$ cat src/shared/iot_pkg.sv
// What this block does
// - output toggling runs only while config bits 7/6 select ordinary output
// - first delay is 32 bits; zero starts nothing, X toggles after X ms
// - first delay set, second zero: exactly one toggle, then stop
// - writing the second delay never starts toggling; remote writes it first
// - non-zero first-delay write starts the sequence, timed from the write
// - zero first-delay write stops toggling and clears the second delay
// - a stopped pin keeps its present level
// - both delays are full unsigned 32-bit millisecond counts
// - both delays non-zero: endless square wave, period is their sum
// - while toggling, level writes and indicator reconfiguration are ignored
// - second output pin has its own identical delay pair
// - duration measurement runs only while config bits 5/4 are zero
// - each input level change reports the previous level's hold time in ms
// - durations are unsigned 32-bit ms counts, saturating at all-ones
// - second input pin has its own identical duration report
// - notify only when enabled, within one connection interval
// - indicator mode: pin b shows sleep (1 asleep), pin a link (0 connected)
// - output-level writes drive only pins set to output
package iot_pkg;
  // time base
  localparam int unsigned CLK_NS = 10;
  localparam int unsigned MS_NS = 1000000;
  localparam int unsigned MS_CYCLES = (MS_NS + CLK_NS - 1) / CLK_NS;
  // attribute handles
  localparam logic [15:0] H_CFG = 16'h0017;
  localparam logic [15:0] H_OUT = 16'h001a;
  localparam logic [15:0] H_IN = 16'h001d;
  localparam logic [15:0] H_A1 = 16'h0021;
  localparam logic [15:0] H_A2 = 16'h0024;
  localparam logic [15:0] H_B1 = 16'h0027;
  localparam logic [15:0] H_B2 = 16'h002a;
  localparam logic [15:0] H_DA = 16'h002d;
  localparam logic [15:0] H_DB = 16'h0031;
  localparam logic [15:0] H_CCA = H_DA + 16'h0001;
  localparam logic [15:0] H_CCB = H_DB + 16'h0001;
  // config bit positions and reset values
  localparam int unsigned B_OUT_A = 6;
  localparam int unsigned B_OUT_B = 7;
  localparam int unsigned B_IN_A = 4;
  localparam int unsigned B_IN_B = 5;
  localparam logic [7:0] CFG_RST = 8'h00;
  localparam logic [3:0] IN_IDLE = 4'hf;
  localparam logic [31:0] DLY_RST = 32'h0;
  localparam logic [31:0] MS_MAX = 32'hffffffff;
  typedef struct packed {
    logic write;
    logic [15:0] handle;
    logic [31:0] wdata;
  } att_req_s;
  typedef struct packed {
    logic err;
    logic [31:0] rdata;
  } att_rsp_s;
  typedef struct packed {
    logic [15:0] handle;
    logic [31:0] data;
  } ntf_s;
endpackage

$ cat src/core/toggle_channel.sv
`timescale 1ns/100ps
`default_nettype none
module toggle_channel #(
  parameter int unsigned MS_CYCLES = iot_pkg::MS_CYCLES
) (
  input wire logic ref_clk,
  input wire logic rst,
  input wire logic enable,
  input wire logic first_wr,
  input wire logic second_wr,
  input wire logic level_wr,
  input wire logic level_bit,
  input wire logic [31:0] wdata,
  output logic [31:0] first_q,
  output logic [31:0] second_q,
  output logic level_q,
  output logic active_q
);
  logic [31:0] pre_q;
  logic [31:0] cnt_q;
  logic phase_q;
  // prescaler restarts at each start, so the first delay is timed from the write
  wire logic tick = active_q && (pre_q == 32'(MS_CYCLES - 1));
  wire logic expire = tick && (cnt_q == 32'h1);
  wire logic zero_wr = first_wr && (wdata == iot_pkg::DLY_RST);
  wire logic start = first_wr && !zero_wr && enable;
  wire logic stop = zero_wr || !enable;

  // settings
  always_ff @(posedge ref_clk) begin
    if (rst) begin
      first_q <= iot_pkg::DLY_RST;
      second_q <= iot_pkg::DLY_RST;
    end else begin
      if (first_wr) first_q <= wdata;
      if (zero_wr) second_q <= iot_pkg::DLY_RST;
      else if (second_wr) second_q <= wdata;
    end
  end

  // delay sequencer
  always_ff @(posedge ref_clk) begin
    if (rst) begin
      pre_q <= 32'h0;
      cnt_q <= 32'h0;
      phase_q <= 1'b0;
      active_q <= 1'b0;
      level_q <= 1'b0;
    end else begin
      pre_q <= (start || tick || !active_q) ? 32'h0 : pre_q + 32'h1;
      if (start) begin
        active_q <= 1'b1;
        cnt_q <= wdata;
        phase_q <= 1'b0;
      end else if (stop) begin
        active_q <= 1'b0;
      end else if (expire) begin
        if (!phase_q && second_q == iot_pkg::DLY_RST) active_q <= 1'b0;
        cnt_q <= phase_q ? first_q : second_q;
        phase_q <= !phase_q;
      end else if (tick) begin
        cnt_q <= cnt_q - 32'h1;
      end
      // a running sequence owns the level; direct writes only land when idle
      if (expire && !stop && !start) level_q <= !level_q;
      else if (level_wr && !active_q) level_q <= level_bit;
    end
  end

  AST_ZERO_STOPS: assert property (@(posedge ref_clk) disable iff (rst)
    zero_wr |=> !active_q && second_q == 32'h0 && $stable(level_q))
    else $error("zero first delay did not stop and clear");
  AST_SECOND_NO_START: assert property (@(posedge ref_clk) disable iff (rst)
    second_wr && !first_wr && !active_q |=> !active_q)
    else $error("second delay write started toggling");
  AST_START_LOAD: assert property (@(posedge ref_clk) disable iff (rst)
    start |=> active_q && cnt_q == $past(wdata) && pre_q == 32'h0)
    else $error("start did not load first delay");
  AST_HOLD_LEVEL: assert property (@(posedge ref_clk) disable iff (rst)
    active_q && !expire |=> $stable(level_q))
    else $error("level moved while toggling without expiry");
  AST_ONE_SHOT: assert property (@(posedge ref_clk) disable iff (rst)
    expire && !phase_q && second_q == 32'h0 && !first_wr && enable
    |=> !active_q && level_q != $past(level_q))
    else $error("single toggle did not end the sequence");
  AST_RELOAD: assert property (@(posedge ref_clk) disable iff (rst)
    expire && phase_q && !first_wr && enable |=> cnt_q == $past(first_q) && active_q)
    else $error("second phase did not reload first delay");
  COV_SQUARE: cover property (@(posedge ref_clk) disable iff (rst)
    expire && phase_q && enable);
  COV_ONE_SHOT: cover property (@(posedge ref_clk) disable iff (rst)
    expire && !phase_q && second_q == 32'h0);
endmodule
`default_nettype wire

$ cat src/core/level_timer.sv
`timescale 1ns/100ps
`default_nettype none
module level_timer #(
  parameter int unsigned MS_CYCLES = iot_pkg::MS_CYCLES
) (
  input wire logic ref_clk,
  input wire logic rst,
  input wire logic enable,
  input wire logic level,
  output logic [31:0] dur_q,
  output logic captured_q
);
  logic prev_q;
  logic primed_q;
  logic [31:0] pre_q;
  logic [31:0] cnt_q;
  // primed_q keeps the first sample after reset from looking like an edge
  wire logic edge_seen = enable && primed_q && (level != prev_q);
  wire logic tick = pre_q == 32'(MS_CYCLES - 1);

  // hold-time counter, restarted at every level change
  always_ff @(posedge ref_clk) begin
    if (rst) begin
      prev_q <= 1'b0;
      primed_q <= 1'b0;
      pre_q <= 32'h0;
      cnt_q <= 32'h0;
      dur_q <= iot_pkg::DLY_RST;
      captured_q <= 1'b0;
    end else begin
      prev_q <= level;
      primed_q <= 1'b1;
      captured_q <= edge_seen;
      if (edge_seen) dur_q <= cnt_q;
      if (!enable || edge_seen) begin
        pre_q <= 32'h0;
        cnt_q <= 32'h0;
      end else begin
        pre_q <= tick ? 32'h0 : pre_q + 32'h1;
        if (tick && cnt_q != iot_pkg::MS_MAX) cnt_q <= cnt_q + 32'h1;
      end
    end
  end

  AST_CAPTURE: assert property (@(posedge ref_clk) disable iff (rst)
    edge_seen |=> captured_q && dur_q == $past(cnt_q) && cnt_q == 32'h0)
    else $error("level change not captured with old hold time");
  AST_SATURATE: assert property (@(posedge ref_clk) disable iff (rst)
    cnt_q == iot_pkg::MS_MAX && enable && !edge_seen |=> cnt_q == iot_pkg::MS_MAX)
    else $error("duration counter wrapped");
  AST_DISABLED: assert property (@(posedge ref_clk) disable iff (rst)
    !enable |=> !captured_q)
    else $error("capture while measurement disabled");
  COV_CAPTURE: cover property (@(posedge ref_clk) disable iff (rst)
    edge_seen && cnt_q != 32'h0);
endmodule
`default_nettype wire

$ cat src/core/timed_toggle_and_pulse_width.sv
`timescale 1ns/100ps
`default_nettype none
module timed_toggle_and_pulse_width #(
  parameter int unsigned MS_CYCLES = iot_pkg::MS_CYCLES
) (
  input wire logic ref_clk,
  input wire logic rst,
  input wire logic att_valid,
  input wire iot_pkg::att_req_s att_req,
  output logic att_ack,
  output iot_pkg::att_rsp_s att_rsp,
  output logic ntf_valid,
  output iot_pkg::ntf_s ntf,
  input wire logic ntf_ready,
  input wire logic sleeping,
  input wire logic link_connected,
  input wire logic measured_in_a,
  input wire logic measured_in_b,
  output logic toggle_out_a,
  output logic toggle_out_b
);
  // pin synchroniser
  logic [1:0] meta_q;
  logic [1:0] sync_q;

  // settings held here, the rest live in the channels
  logic [7:0] cfg_q;
  logic cc_a_q;
  logic cc_b_q;

  // notify requests waiting for the link
  logic pend_a_q;
  logic pend_b_q;

  // channel settings and state
  logic [31:0] a1;
  logic [31:0] a2;
  logic [31:0] b1;
  logic [31:0] b2;
  logic lvl_a;
  logic lvl_b;
  logic act_a;
  logic act_b;
  logic [31:0] dur_a;
  logic [31:0] dur_b;
  logic cap_a;
  logic cap_b;

  function automatic logic hit(input logic [15:0] h, input logic [15:0] want);
    return h == want;
  endfunction

  // input pins come from outside, two flops before use; no reset, so the
  // chain holds real pin levels when reset lifts and no false edge follows
  always_ff @(posedge ref_clk) begin
    meta_q <= {measured_in_b, measured_in_a};
    sync_q <= meta_q;
  end

  // attribute decode
  wire logic [15:0] h = att_req.handle;
  wire logic [31:0] wd = att_req.wdata;
  wire logic wr = att_valid && att_req.write;
  wire logic wr_cfg = wr && hit(h, iot_pkg::H_CFG);
  wire logic wr_out = wr && hit(h, iot_pkg::H_OUT);
  wire logic wr_a1 = wr && hit(h, iot_pkg::H_A1);
  wire logic wr_a2 = wr && hit(h, iot_pkg::H_A2);
  wire logic wr_b1 = wr && hit(h, iot_pkg::H_B1);
  wire logic wr_b2 = wr && hit(h, iot_pkg::H_B2);
  wire logic wr_cca = wr && hit(h, iot_pkg::H_CCA);
  wire logic wr_ccb = wr && hit(h, iot_pkg::H_CCB);
  // result and input-level attributes refuse writes
  wire logic ro = hit(h, iot_pkg::H_IN) || hit(h, iot_pkg::H_DA)
    || hit(h, iot_pkg::H_DB);
  wire logic rw = hit(h, iot_pkg::H_CFG) || hit(h, iot_pkg::H_OUT)
    || hit(h, iot_pkg::H_A1) || hit(h, iot_pkg::H_A2)
    || hit(h, iot_pkg::H_B1) || hit(h, iot_pkg::H_B2)
    || hit(h, iot_pkg::H_CCA) || hit(h, iot_pkg::H_CCB);
  wire logic ok = rw || (ro && !att_req.write);

  // per-handle selects for the read-back checks
  wire logic rd_ok = att_valid && !att_req.write;
  wire logic sel_cfg = hit(h, iot_pkg::H_CFG);
  wire logic sel_out = hit(h, iot_pkg::H_OUT);
  wire logic sel_in = hit(h, iot_pkg::H_IN);
  wire logic sel_a1 = hit(h, iot_pkg::H_A1);
  wire logic sel_a2 = hit(h, iot_pkg::H_A2);
  wire logic sel_b1 = hit(h, iot_pkg::H_B1);
  wire logic sel_b2 = hit(h, iot_pkg::H_B2);
  wire logic sel_da = hit(h, iot_pkg::H_DA);
  wire logic sel_db = hit(h, iot_pkg::H_DB);
  wire logic sel_cca = hit(h, iot_pkg::H_CCA);
  wire logic sel_ccb = hit(h, iot_pkg::H_CCB);

  // mode bits
  wire logic en_a = cfg_q[iot_pkg::B_OUT_A];
  wire logic en_b = cfg_q[iot_pkg::B_OUT_B];
  wire logic meas_a = !cfg_q[iot_pkg::B_IN_A];
  wire logic meas_b = !cfg_q[iot_pkg::B_IN_B];
  // a running channel locks its own mode bit until stopped
  wire logic bit_a = act_a ? en_a : wd[iot_pkg::B_OUT_A];
  wire logic bit_b = act_b ? en_b : wd[iot_pkg::B_OUT_B];
  wire logic [7:0] cfg_d = {bit_b, bit_a, wd[5:0]};

  // read selection
  wire logic [31:0] rdata =
    hit(h, iot_pkg::H_CFG) ? {24'h0, cfg_q} :
    hit(h, iot_pkg::H_OUT) ? {24'h0, lvl_b, lvl_a, 6'h0} :
    hit(h, iot_pkg::H_IN) ? {24'h0, 2'h0, sync_q, iot_pkg::IN_IDLE} :
    hit(h, iot_pkg::H_A1) ? a1 :
    hit(h, iot_pkg::H_A2) ? a2 :
    hit(h, iot_pkg::H_B1) ? b1 :
    hit(h, iot_pkg::H_B2) ? b2 :
    hit(h, iot_pkg::H_DA) ? dur_a :
    hit(h, iot_pkg::H_DB) ? dur_b :
    hit(h, iot_pkg::H_CCA) ? {31'h0, cc_a_q} :
    hit(h, iot_pkg::H_CCB) ? {31'h0, cc_b_q} :
    32'h0;

  // settings and one-cycle answer
  always_ff @(posedge ref_clk) begin
    if (rst) begin
      cfg_q <= iot_pkg::CFG_RST;
      cc_a_q <= 1'b0;
      cc_b_q <= 1'b0;
      att_ack <= 1'b0;
      att_rsp <= '{err: 1'b0, rdata: 32'h0};
    end else begin
      if (wr_cfg) cfg_q <= cfg_d;
      if (wr_cca) cc_a_q <= wd[0];
      if (wr_ccb) cc_b_q <= wd[0];
      att_ack <= att_valid;
      att_rsp.err <= att_valid && !ok;
      att_rsp.rdata <= (att_valid && !att_req.write && ok) ? rdata : 32'h0;
    end
  end

  // output channels, one per pin
  toggle_channel #(.MS_CYCLES(MS_CYCLES)) u_tog_a (
    .ref_clk(ref_clk),
    .rst(rst),
    .enable(en_a),
    .first_wr(wr_a1),
    .second_wr(wr_a2),
    .level_wr(wr_out && en_a),
    .level_bit(wd[iot_pkg::B_OUT_A]),
    .wdata(wd),
    .first_q(a1),
    .second_q(a2),
    .level_q(lvl_a),
    .active_q(act_a)
  );

  // second pin, same behaviour with its own settings
  toggle_channel #(.MS_CYCLES(MS_CYCLES)) u_tog_b (
    .ref_clk(ref_clk),
    .rst(rst),
    .enable(en_b),
    .first_wr(wr_b1),
    .second_wr(wr_b2),
    .level_wr(wr_out && en_b),
    .level_bit(wd[iot_pkg::B_OUT_B]),
    .wdata(wd),
    .first_q(b1),
    .second_q(b2),
    .level_q(lvl_b),
    .active_q(act_b)
  );

  // input measurement, one per pin
  level_timer #(.MS_CYCLES(MS_CYCLES)) u_dur_a (
    .ref_clk(ref_clk),
    .rst(rst),
    .enable(meas_a),
    .level(sync_q[0]),
    .dur_q(dur_a),
    .captured_q(cap_a)
  );

  level_timer #(.MS_CYCLES(MS_CYCLES)) u_dur_b (
    .ref_clk(ref_clk),
    .rst(rst),
    .enable(meas_b),
    .level(sync_q[1]),
    .dur_q(dur_b),
    .captured_q(cap_b)
  );

  // notify arbiter: a wins ties; latest capture is what gets sent
  wire logic load = !ntf_valid || ntf_ready;
  wire logic take_a = load && pend_a_q;
  wire logic take_b = load && !pend_a_q && pend_b_q;
  // a disable written this cycle drops the pending request at once; an offer
  // already made, or taken in that same cycle, still goes out after the enable has gone
  wire logic keep_a = cc_a_q && !(wr_cca && !wd[0]);
  wire logic keep_b = cc_b_q && !(wr_ccb && !wd[0]);
  // a new capture beats the clear in the same cycle
  wire logic pend_a_d = ((pend_a_q && !take_a) || cap_a) && keep_a;
  wire logic pend_b_d = ((pend_b_q && !take_b) || cap_b) && keep_b;

  always_ff @(posedge ref_clk) begin
    if (rst) begin
      pend_a_q <= 1'b0;
      pend_b_q <= 1'b0;
      ntf_valid <= 1'b0;
      ntf <= '{handle: 16'h0, data: 32'h0};
    end else begin
      pend_a_q <= pend_a_d;
      pend_b_q <= pend_b_d;
      if (take_a) begin
        ntf_valid <= 1'b1;
        ntf <= '{handle: iot_pkg::H_DA, data: dur_a};
      end else if (take_b) begin
        ntf_valid <= 1'b1;
        ntf <= '{handle: iot_pkg::H_DB, data: dur_b};
      end else if (ntf_ready) begin
        ntf_valid <= 1'b0;
      end
    end
  end

  // pins: toggled level in output mode, indicators otherwise
  always_ff @(posedge ref_clk) begin
    if (rst) begin
      toggle_out_a <= 1'b1;
      toggle_out_b <= 1'b0;
    end else begin
      toggle_out_a <= en_a ? lvl_a : !link_connected;
      toggle_out_b <= en_b ? lvl_b : sleeping;
    end
  end

  AST_INDICATOR: assert property (@(posedge ref_clk) disable iff (rst)
    !en_a && !en_b |=> toggle_out_a == !$past(link_connected)
    && toggle_out_b == $past(sleeping))
    else $error("indicator pins do not follow status");
  AST_PIN_LEVEL: assert property (@(posedge ref_clk) disable iff (rst)
    en_a |=> toggle_out_a == $past(lvl_a))
    else $error("output pin does not follow channel level");
  AST_CFG_LOCK: assert property (@(posedge ref_clk) disable iff (rst)
    wr_cfg && act_a |=> en_a == $past(en_a))
    else $error("mode bit changed while toggling");
  AST_NTF_GATED: assert property (@(posedge ref_clk) disable iff (rst)
    $rose(ntf_valid) && ntf.handle == iot_pkg::H_DA |-> $past(cc_a_q))
    else $error("notify sent without enable");
  AST_NTF_PROMPT: assert property (@(posedge ref_clk) disable iff (rst)
    cap_a && cc_a_q && !ntf_valid && !pend_b_q && !wr_cca
    ##1 !ntf_valid |=> ntf_valid && ntf.handle == iot_pkg::H_DA)
    else $error("capture not offered two cycles later");
  AST_NTF_HOLD: assert property (@(posedge ref_clk) disable iff (rst)
    ntf_valid && !ntf_ready |=> ntf_valid && $stable(ntf))
    else $error("notify dropped before accepted");
  AST_UNMAPPED: assert property (@(posedge ref_clk) disable iff (rst)
    att_valid && !ok |=> att_ack && att_rsp.err)
    else $error("bad handle not refused");
  COV_NTF_SENT: cover property (@(posedge ref_clk) disable iff (rst)
    ntf_valid && ntf_ready && ntf.handle == iot_pkg::H_DB);
  COV_LOCKED_WRITE: cover property (@(posedge ref_clk) disable iff (rst)
    wr_out && act_b);

  // reads return the addressed setting or result
  AST_RD_CFG: assert property (@(posedge ref_clk) disable iff (rst)
    rd_ok && sel_cfg |=> att_rsp.rdata == {24'h0, $past(cfg_q)})
    else $error("config read wrong");

  AST_RD_OUT: assert property (@(posedge ref_clk) disable iff (rst)
    rd_ok && sel_out |=> att_rsp.rdata == {24'h0, $past(lvl_b), $past(lvl_a), 6'h0})
    else $error("level read wrong");

  AST_RD_IN: assert property (@(posedge ref_clk) disable iff (rst)
    rd_ok && sel_in |=> att_rsp.rdata == {26'h0, $past(sync_q), iot_pkg::IN_IDLE})
    else $error("input read wrong");

  AST_RD_A1: assert property (@(posedge ref_clk) disable iff (rst)
    rd_ok && sel_a1 |=> att_rsp.rdata == $past(a1))
    else $error("a first read wrong");

  AST_RD_A2: assert property (@(posedge ref_clk) disable iff (rst)
    rd_ok && sel_a2 |=> att_rsp.rdata == $past(a2))
    else $error("a second read wrong");

  AST_RD_B1: assert property (@(posedge ref_clk) disable iff (rst)
    rd_ok && sel_b1 |=> att_rsp.rdata == $past(b1))
    else $error("b first read wrong");

  AST_RD_B2: assert property (@(posedge ref_clk) disable iff (rst)
    rd_ok && sel_b2 |=> att_rsp.rdata == $past(b2))
    else $error("b second read wrong");

  AST_RD_DA: assert property (@(posedge ref_clk) disable iff (rst)
    rd_ok && sel_da |=> att_rsp.rdata == $past(dur_a))
    else $error("a duration read wrong");

  AST_RD_DB: assert property (@(posedge ref_clk) disable iff (rst)
    rd_ok && sel_db |=> att_rsp.rdata == $past(dur_b))
    else $error("b duration read wrong");

  AST_RD_CCA: assert property (@(posedge ref_clk) disable iff (rst)
    rd_ok && sel_cca |=> att_rsp.rdata == {31'h0, $past(cc_a_q)})
    else $error("a enable read wrong");

  AST_RD_CCB: assert property (@(posedge ref_clk) disable iff (rst)
    rd_ok && sel_ccb |=> att_rsp.rdata == {31'h0, $past(cc_b_q)})
    else $error("b enable read wrong");

  // answer timing and refusals
  AST_ACK_NEXT: assert property (@(posedge ref_clk) disable iff (rst)
    att_valid |=> att_ack)
    else $error("request not answered");

  AST_ACK_ONLY: assert property (@(posedge ref_clk) disable iff (rst)
    !att_valid |=> !att_ack && !att_rsp.err)
    else $error("answer without request");

  AST_WR_NO_DATA: assert property (@(posedge ref_clk) disable iff (rst)
    att_valid && att_req.write |=> att_rsp.rdata == 32'h0)
    else $error("write answered with data");

  AST_RO_REFUSED: assert property (@(posedge ref_clk) disable iff (rst)
    att_valid && att_req.write && ro |=> att_rsp.err)
    else $error("read-only write not refused");

  AST_CFG_LOCK_B: assert property (@(posedge ref_clk) disable iff (rst)
    wr_cfg && act_b |=> en_b == $past(en_b))
    else $error("b mode bit changed while toggling");

  AST_PIN_LEVEL_B: assert property (@(posedge ref_clk) disable iff (rst)
    en_b |=> toggle_out_b == $past(lvl_b))
    else $error("b pin does not follow level");

  AST_START_GATED: assert property (@(posedge ref_clk) disable iff (rst)
    wr_a1 && !en_a |=> !act_a)
    else $error("toggling outside output mode");

  AST_OUT_IGNORED: assert property (@(posedge ref_clk) disable iff (rst)
    wr_out && !en_a |=> lvl_a == $past(lvl_a))
    else $error("level write on non-output pin");

  AST_NTF_GATED_B: assert property (@(posedge ref_clk) disable iff (rst)
    $rose(ntf_valid) && ntf.handle == iot_pkg::H_DB |-> $past(cc_b_q))
    else $error("b notify sent without enable");

  AST_NTF_QUIET: assert property (@(posedge ref_clk) disable iff (rst)
    !cc_a_q && !cc_b_q && !ntf_valid |=> !ntf_valid)
    else $error("notify offered while disabled");

  AST_NTF_DATA_A: assert property (@(posedge ref_clk) disable iff (rst)
    take_a |=> ntf.handle == iot_pkg::H_DA && ntf.data == $past(dur_a))
    else $error("a notify carries wrong data");
endmodule
`default_nettype wire

$ cat config.mk
export PLATFORM = sky130hd
export DESIGN_NAME = timed_toggle_and_pulse_width
export DESIGN_NICKNAME = d
export VERILOG_FILES = /design/src/shared/iot_pkg.sv /design/src/core/toggle_channel.sv /design/src/core/level_timer.sv /design/src/core/timed_toggle_and_pulse_width.sv
export SDC_FILE = /design/constraint.sdc
export NUM_CORES = 1
export LEC_CHECK = 0
export ABC_AREA = 1
export BUFFER_PORTS_ARGS = -buffer_cell sky130_fd_sc_hd__buf_2
export CORE_ASPECT_RATIO = 0.8
export CORE_MARGIN = 4
export CORE_UTILIZATION = 45
export DETAILED_ROUTE_END_ITERATION = 8
export SKIP_LAST_GASP = 1
export SLEW_MARGIN = 10
export SYNTH_ARGS = -nofsm -noshare
export SYNTH_HDL_FRONTEND = slang
export SYNTH_SLANG_ARGS = --single-unit
$ cat constraint.sdc
create_clock -name ref_clk -period 2.2 [get_ports ref_clk]
set_clock_uncertainty 0.2 [all_clocks]
set_input_delay 0.11 -clock ref_clk [delete_from_list [all_inputs] [get_ports ref_clk]]
set_output_delay 0.11 -clock ref_clk [all_outputs]
set_load 0.01 [all_outputs]
==> results.cfg, run 1 <==
[sta]
fin_crit_sh = 1.019
fmax_ghz = 0.4460
whs_ns = -0.01473
hold_viol = 1
setup_viol = 24
postLayoutSetupSlackWorst_ns = -0.04236
rsz0062_at_grt = yes
maxSlewHeadroom = 0.3413
drv_slew = 0
tightest_slew_ns = 0.9790
min_period_ns = 2.242
tns_ns = -0.4292

[logic_synthesis]
synth_edf_count = 0
ys_ff_latch = 547
synth_top_area_frac = 0.3759
yosysMostFrequentCell = nand2_1
synthTopCellsByArea = dfxtp_1, nand2_1, a21oi_1
syn_area_sq_um = 29130
yosys-top-cells-count = nand2_1, dfxtp_1, inv_1
yosysSeqAreaShare = 0.3759
yosysTopAreaCell = dfxtp_1
async_reset_ff_frac = 0
synth_ff_type = dfxtp_1
syn_area_per_cell_sq_um = 6.699
yosysUniqueCellTypes = 58
yosysWarningCount = 0
synth_cells = 4349

[min_path]
hp-class = input pin to flip-flop
min_from = att_req[29]

[die]
fp.coreArea_sq_um = 64180
dieArea_sq_um = 68900
io-pin-count = 142
die_h_microns = 235.6
die_w_microns = 292.5
rows = 83
start_util = 0.4539

[critical_path]
arrival_ns = 2.56
path_max_fanout = 7
start_kind = flip-flop
criticalPathCategory = flip-flop to flip-flop
rrSetupSlack_ns = -0.04
r2r_start = u_tog_a.pre_q[1]
startpoint = u_tog_a.pre_q[1]
end_kind = flip-flop
required_ns = 2.52

[grt]
grt_pass1_wl_microns = 166400
grt-ovfl-total = 0
grt_max_degree = 66
grt_use_total = 0.3039
grt_pass1_vias = 28478
antenna_found_initial = 2

[placement]
routabilityCongestion = 1.004
place_ws_ns = -0.2809
portBuffers = 130
placed_cells = 5681
place.detailed.hpwl_microns = 83670

[detailed_routing]
detail-route-antenna-nets = 0
first_pass_iters = 6
wl_per_cell_microns = 19.34
drt_iter0_markers = 3677
drc = 0
drt-total-wl_microns = 114200
vias = 32408
viasPerCell = 5.488

[clocking]
clockBufferDepth = 3
cts_max_level = 2
worst_skew_pair.late_latency_ns = 0.64
cts_tree = built
cts_sinks = 547
clkTransAtPathRegs_ns = 0.07
numCtsBuffers = 57
root_buffer = clkbuf_16

[cells_and_area]
fin_util = 0.6146
nNetsFinal = 5074
drive_above_1_share = 0.2477
instances_no_fill = 5905
area_growth_pct = 35.39

[power_and_ir_drop]
p_total_mw = 21.38
p_per_area_nw_per_um2 = 541.9
ir_worst_vdd_mv = 0.5858
leakage_nw = 16.15

[status]
violations = negative hold slack, negative setup slack
status = complete, but fails checks

[job]
maxCapViolCount = 0
[worst max-delay path, stage by stage, from the launching register on]
cell and delay [ns]:
dfxtp_4 0.36, ha_4 0.17, nand2_4 0.07, nor2_4 0.04
buf_6 0.13, nand2_4 0.07, nor2_4 0.04, buf_12 0.13
o21ai_4 0.38, clkinv_4 0.19, buf_4 0.18, o21ai_1 0.12
a21oi_1 0.05
[cell type report]
type	instances	area, sq um
timing repair inverter	3	28.78
multi-input combinational	3091	16590
tap	850	1064
antenna	1	2.502
inverter	498	1941
fill	5953	24740
sequential	547	10980
clock buffer	75	1564
timing repair buffer	809	6890
clock inverter	31	385.4
[worst paths after layout]
check                           depth (start not counted)              endpoint
worst max-delay path                                   12      u_tog_a.cnt_q[4]
worst min-delay path                                    4  u_tog_b.second_q[29]
worst max register to register                         12      u_tog_a.cnt_q[4]
worst min register to register                          0             sync_q[1]
[per-layer routing]
metal	GRT usage	up-vias	routed length, microns
met5	0	-	7
met4	0.06373	2	2499
li1	-	15701	-
met3	0.08272	174	12880
met1	0.4482	14994	50450
met2	0.4424	1537	48380
[placed cells by master, fill, tap and decap left out, types with 11 or more instances in the layout]
cell	synthesis	routed
dlygate4sd3_1	0	58
clkbuf_16	0	70
nand2_2	13	46
nor3_2	8	16
nor3b_1	28	22
buf_12	0	50
a21oi_2	0	28
clkbuf_1	130	11
o21ai_0	314	304
o21ai_2	0	16
nor2_2	18	62
a211oi_1	13	13
buf_6	10	23
nand2_1	851	799
a21oi_1	466	438
or2_2	31	30
nor3_1	120	106
dfxtp_1	547	525
nor2_1	471	395
nand3_2	1	30
nor4_1	65	57
nand2_4	2	17
xnor2_1	31	29
buf_2	51	126
o21ai_1	42	35
nand3_1	244	210
nand4_1	131	131
xor2_1	98	97
inv_1	482	455
nor2_4	4	36
inv_2	13	30
buf_4	26	534
clkinv_2	0	13
dfxtp_2	0	20
conb_1	1	11
o211ai_1	55	55
o221ai_1	13	13
[stage by stage]
stage / instance area, sq um / hold WS (ns)
3_5_place_dp: 34610 / 0.01537
5_1_grt: 39440 / 0.01890
3_3_place_gp: 34610 / 0.01359
6_report: 39440 / -0.01473
4_1_cts: 37290 / 0.01474
2_1_floorplan: 29170 / -0.06228
[cells by family after synthesis]
family | share of synthesized area
XOR/XNOR | 0.03878
buffers and inverters | 0.1012
multiplexers | 0.002405
AO/OA/AOI/OAI | 0.1675
flip-flops | 0.3759
other | 0.0001287
AND/OR/NAND/NOR | 0.3098
adder cells (fa/ha/maj) | 0.004295
[registers in the layout, summed over array words and instances, names as in the netlist, 2 cells and up]
| register | cells |
|---|---|
| att_rsp | 33 |
| cfg_q | 8 |
| meta_q | 2 |
| ntf | 35 |
| sync_q | 2 |
| u_dur_a.cnt_q | 32 |
| u_dur_a.dur_q | 32 |
| u_dur_a.pre_q | 32 |
| u_dur_b.cnt_q | 32 |
| u_dur_b.dur_q | 32 |
| u_dur_b.pre_q | 32 |
| u_tog_a.cnt_q | 32 |
| u_tog_a.first_q | 32 |
| u_tog_a.pre_q | 32 |
| u_tog_a.second_q | 32 |
| u_tog_b.cnt_q | 32 |
| u_tog_b.first_q | 32 |
| u_tog_b.pre_q | 32 |
| u_tog_b.second_q | 32 |
[where the power goes]
part	switching, mW	internal, mW	leakage, nW
Sequential	0.0492	10.0	4.43
Combinational	0.685	0.378	10.8
Clock	4.50	5.77	0.951
[what timing repair did]
action	4_1_cts	5_1_grt
cloned	0	18
setup buffers	1	44
hold endpoints to repair	322	1
resized for setup	49	400
endpoints found under the setup margin	137	230
hold buffers	58	1
pin swaps	4	100
(Power assumes the default switching activity.)
==> run 2: changes to the inputs <==
- ABC_AREA: 1 -> unset
==> run 2 against run 1 <==
- the flow finishes with violations (design-rule violations, negative setup slack)
- count of clock-buffer cells in the layout is 7 higher
- synthesized area shrank 12%
- non-clock buffer count fell by 29
- largest cell class unchanged
- sequential share of layout area is 2.9 points higher
- critical path depth shrank 4
- hold slack better by 0.046 ns
- register-to-register slack got worse by 0.46 ns
- sequential power about the same
- setup slack got worse by 0.46 ns
- synthesized cell count is 27% lower
- via count shrank 16%
==> results.cfg, run 2 <==
[power_and_ir_drop]
clock_power_share = 0.489
p_sw_frac = 0.2279
p_per_area_nw_per_um2 = 591.8
p_int_mw = 16.33
comb_power_share = 0.041
power_frac_seq = 0.470
switchingPower_mw = 4.821
ir_worst_vdd_mv = 0.6042
leakage_nw = 13.56
p_total_mw = 21.16

[sta]
postLayoutSetupSlackWorst_ns = -0.4999
fin_crit_sh = 1.227
min_period_ns = 2.700
drv_slew = 0
tightest_slew_ns = 0.7316
maxSlewHeadroom = 0.5123
rsz0062_at_grt = yes
whs_ns = 0.03119
fmax_ghz = 0.3704
hold_viol = 0
tns_ns = -56.62
setup_viol = 216

[detailed_routing]
drc = 5
viasPerCell = 5.888
drt-total-wl_microns = 100400
first_pass_iters = 9
drt_iter0_markers = 3434
wl_per_cell_microns = 21.81
vias = 27103
detail-route-antenna-nets = 0

[logic_synthesis]
synth_cells = 3176
syn_area_sq_um = 25520
synthTopCellsByArea = dfxtp_1, nand2_1, a21oi_1
synth_edf_count = 0
syn_area_per_cell_sq_um = 8.035
yosysSeqAreaShare = 0.4291
yosysUniqueCellTypes = 80
synth_ff_type = dfxtp_1
yosys-top-cells-count = nand2_1, dfxtp_1, a21oi_1
async_reset_ff_frac = 0
ys_ff_latch = 547
yosysWarningCount = 0
yosysTopAreaCell = dfxtp_1
synth_top_area_frac = 0.4291
yosysMostFrequentCell = nand2_1

[die]
dieArea_sq_um = 60610
die_h_microns = 221.0
rows = 77
die_w_microns = 274.2
start_util = 0.4583
fp.coreArea_sq_um = 55690
io-pin-count = 142

[min_path]
hp-class = input pin to flip-flop

[clocking]
clkTransAtPathRegs_ns = 0.06
cts_max_level = 2
numCtsBuffers = 57
clockBufferDepth = 3
cts_sinks = 547
cts_tree = built
root_buffer = clkbuf_16
worst_skew_pair.late_latency_ns = 0.64

[critical_path]
arrival_ns = 3.07
path_max_fanout = 9
crit_buf_inv = 1
ff2ff_path_depth = 8
endpoint = u_tog_b.cnt_q[26]
critical_path_cell_count = 8
path_cells = or4b_4 -> or4_4 -> or2_4 -> nor3_4 -> buf_6 -> o21ai_1 -> a21oi_1 -> a21o_1
r2r_end = u_tog_b.cnt_q[26]
criticalPathCategory = flip-flop to flip-flop
required_ns = 2.57
rrSetupSlack_ns = -0.50
crit_path_top_delay_cell = or4_4
slowest_delay_ns = 0.59
start_kind = flip-flop
crit_family = simple AND/OR/NAND/NOR gates
end_kind = flip-flop
r2r_start = u_tog_b.pre_q[5]
startpoint = u_tog_b.pre_q[5]

[cells_and_area]
final_cell_mix = nand2_1, dfxtp_1, buf_4
final_common_cell = nand2_1
drive_above_1_share = 0.3011
top_regs = ntf x35, att_rsp x33
nNetsFinal = 3878
top_register = ntf
area_growth_pct = 40.09
insertedDiodeCount = 0
largest_register_ffs = 35

[placement]
routabilityCongestion = 1.010
place.detailed.hpwl_microns = 70420
portBuffers = 130

[grt]
grt_max_degree = 96
grt-ovfl-total = 0
grt_use_total = 0.3117
antenna_found_initial = 1
grt_pass1_vias = 25748
grt_pass1_wl_microns = 150600

[job]
maxCapViolCount = 0

[status]
status = complete, but fails checks
violations = design-rule violations, negative setup slack
==> run 2: final cells by class <==
| type | instances | area [sq um] |
|---|---|---|
| Sequential cell | 547 | 10990 |
| Clock inverter | 19 | 310.3 |
| Tap cell | 750 | 938.4 |
| Inverter | 30 | 112.6 |
| Multi-Input combinational cell | 2395 | 15140 |
| Fill cell | 4805 | 19940 |
| Timing Repair Buffer | 780 | 6588 |
| Clock buffer | 82 | 1672 |
==> run 2: per-layer routing <==
layer,up-vias,wire length [microns],GRT usage
li1,12482,-,-
met1,13142,43710,0.4472
met2,1263,43560,0.4682
met3,216,9345,0.05913
met4,0,3769,0.1107
met5,-,0,0
==> run 2: through the flow <==
| step | cells | area, sq um | worst slack (ns) | util |
|---|---|---|---|---|
| 2_1_floorplan | 3186 | 26070 | -0.3298 | - |
| 3_3_place_gp | 4396 | 31090 | -0.5087 | 0.5584 |
| 3_5_place_dp | 4396 | 31090 | -0.5265 | 0.5584 |
| 4_1_cts | 4583 | 34690 | -0.4801 | 0.6229 |
| 5_1_grt | 4603 | 35750 | -0.5631 | 0.6420 |
| 6_report | 4603 | 35750 | -0.4999 | 0.6420 |
==> run 2: worst min-delay path by stage <==
| stage | slack [ns] | to | cells after the start | from |
|---|---|---|---|---|
| 2_1_floorplan | -0.06 | meta_q[0] | 0 | measured_in_a |
| 3_5_place_dp | 0.02 | meta_q[0] | 1 | measured_in_a |
| 4_1_cts | 0.005 | cc_b_q | 8 | att_req[46] |
| 3_3_place_gp | 0.02 | meta_q[0] | 1 | measured_in_a |
| 6_report | 0.03 | cc_b_q | 8 | att_req[46] |
| 5_1_grt | 0.08 | cc_a_q | 8 | att_req[35] |
==> run 2: tightest hold or removal path: cells and delay by family <==
kind                   cells  cell delay [ns]
buffers and inverters      2             0.24
and+or+nand+nor            5             0.41
muxes                      1             0.07
==> run 2: kinds of logic after synthesis <==
logic type	after synthesis	synth area share
XOR/XNOR	216	0.07413
other	1	0.0001469
AND/OR/NAND/NOR	1446	0.2663
adder cells (fa/ha/maj)	10	0.004903
AO/OA/AOI/OAI	643	0.1581
flip-flops	547	0.4291
multiplexers	67	0.02770
buffers and inverters	246	0.03961
==> run 2: timing repair <==
item,CTS,global route
buffers inserted,23,20
cloned,14,5
pin swaps,76,125
gates resized for setup,159,205
setup endpoints to repair,233,268
hold buffers,50,0
hold endpoints to repair,293,0
==> run 2: power by group through the flow <==
stage	sequential (mW)	combinational [mW]	clock, mW
after CTS	9.94	0.848	10.5
after detailed placement	10.2	0.736	0
after floorplan	10.2	0.338	0
final	9.94	0.875	10.3
after global placement	10.2	0.730	0
after global routing	9.94	0.919	10.9
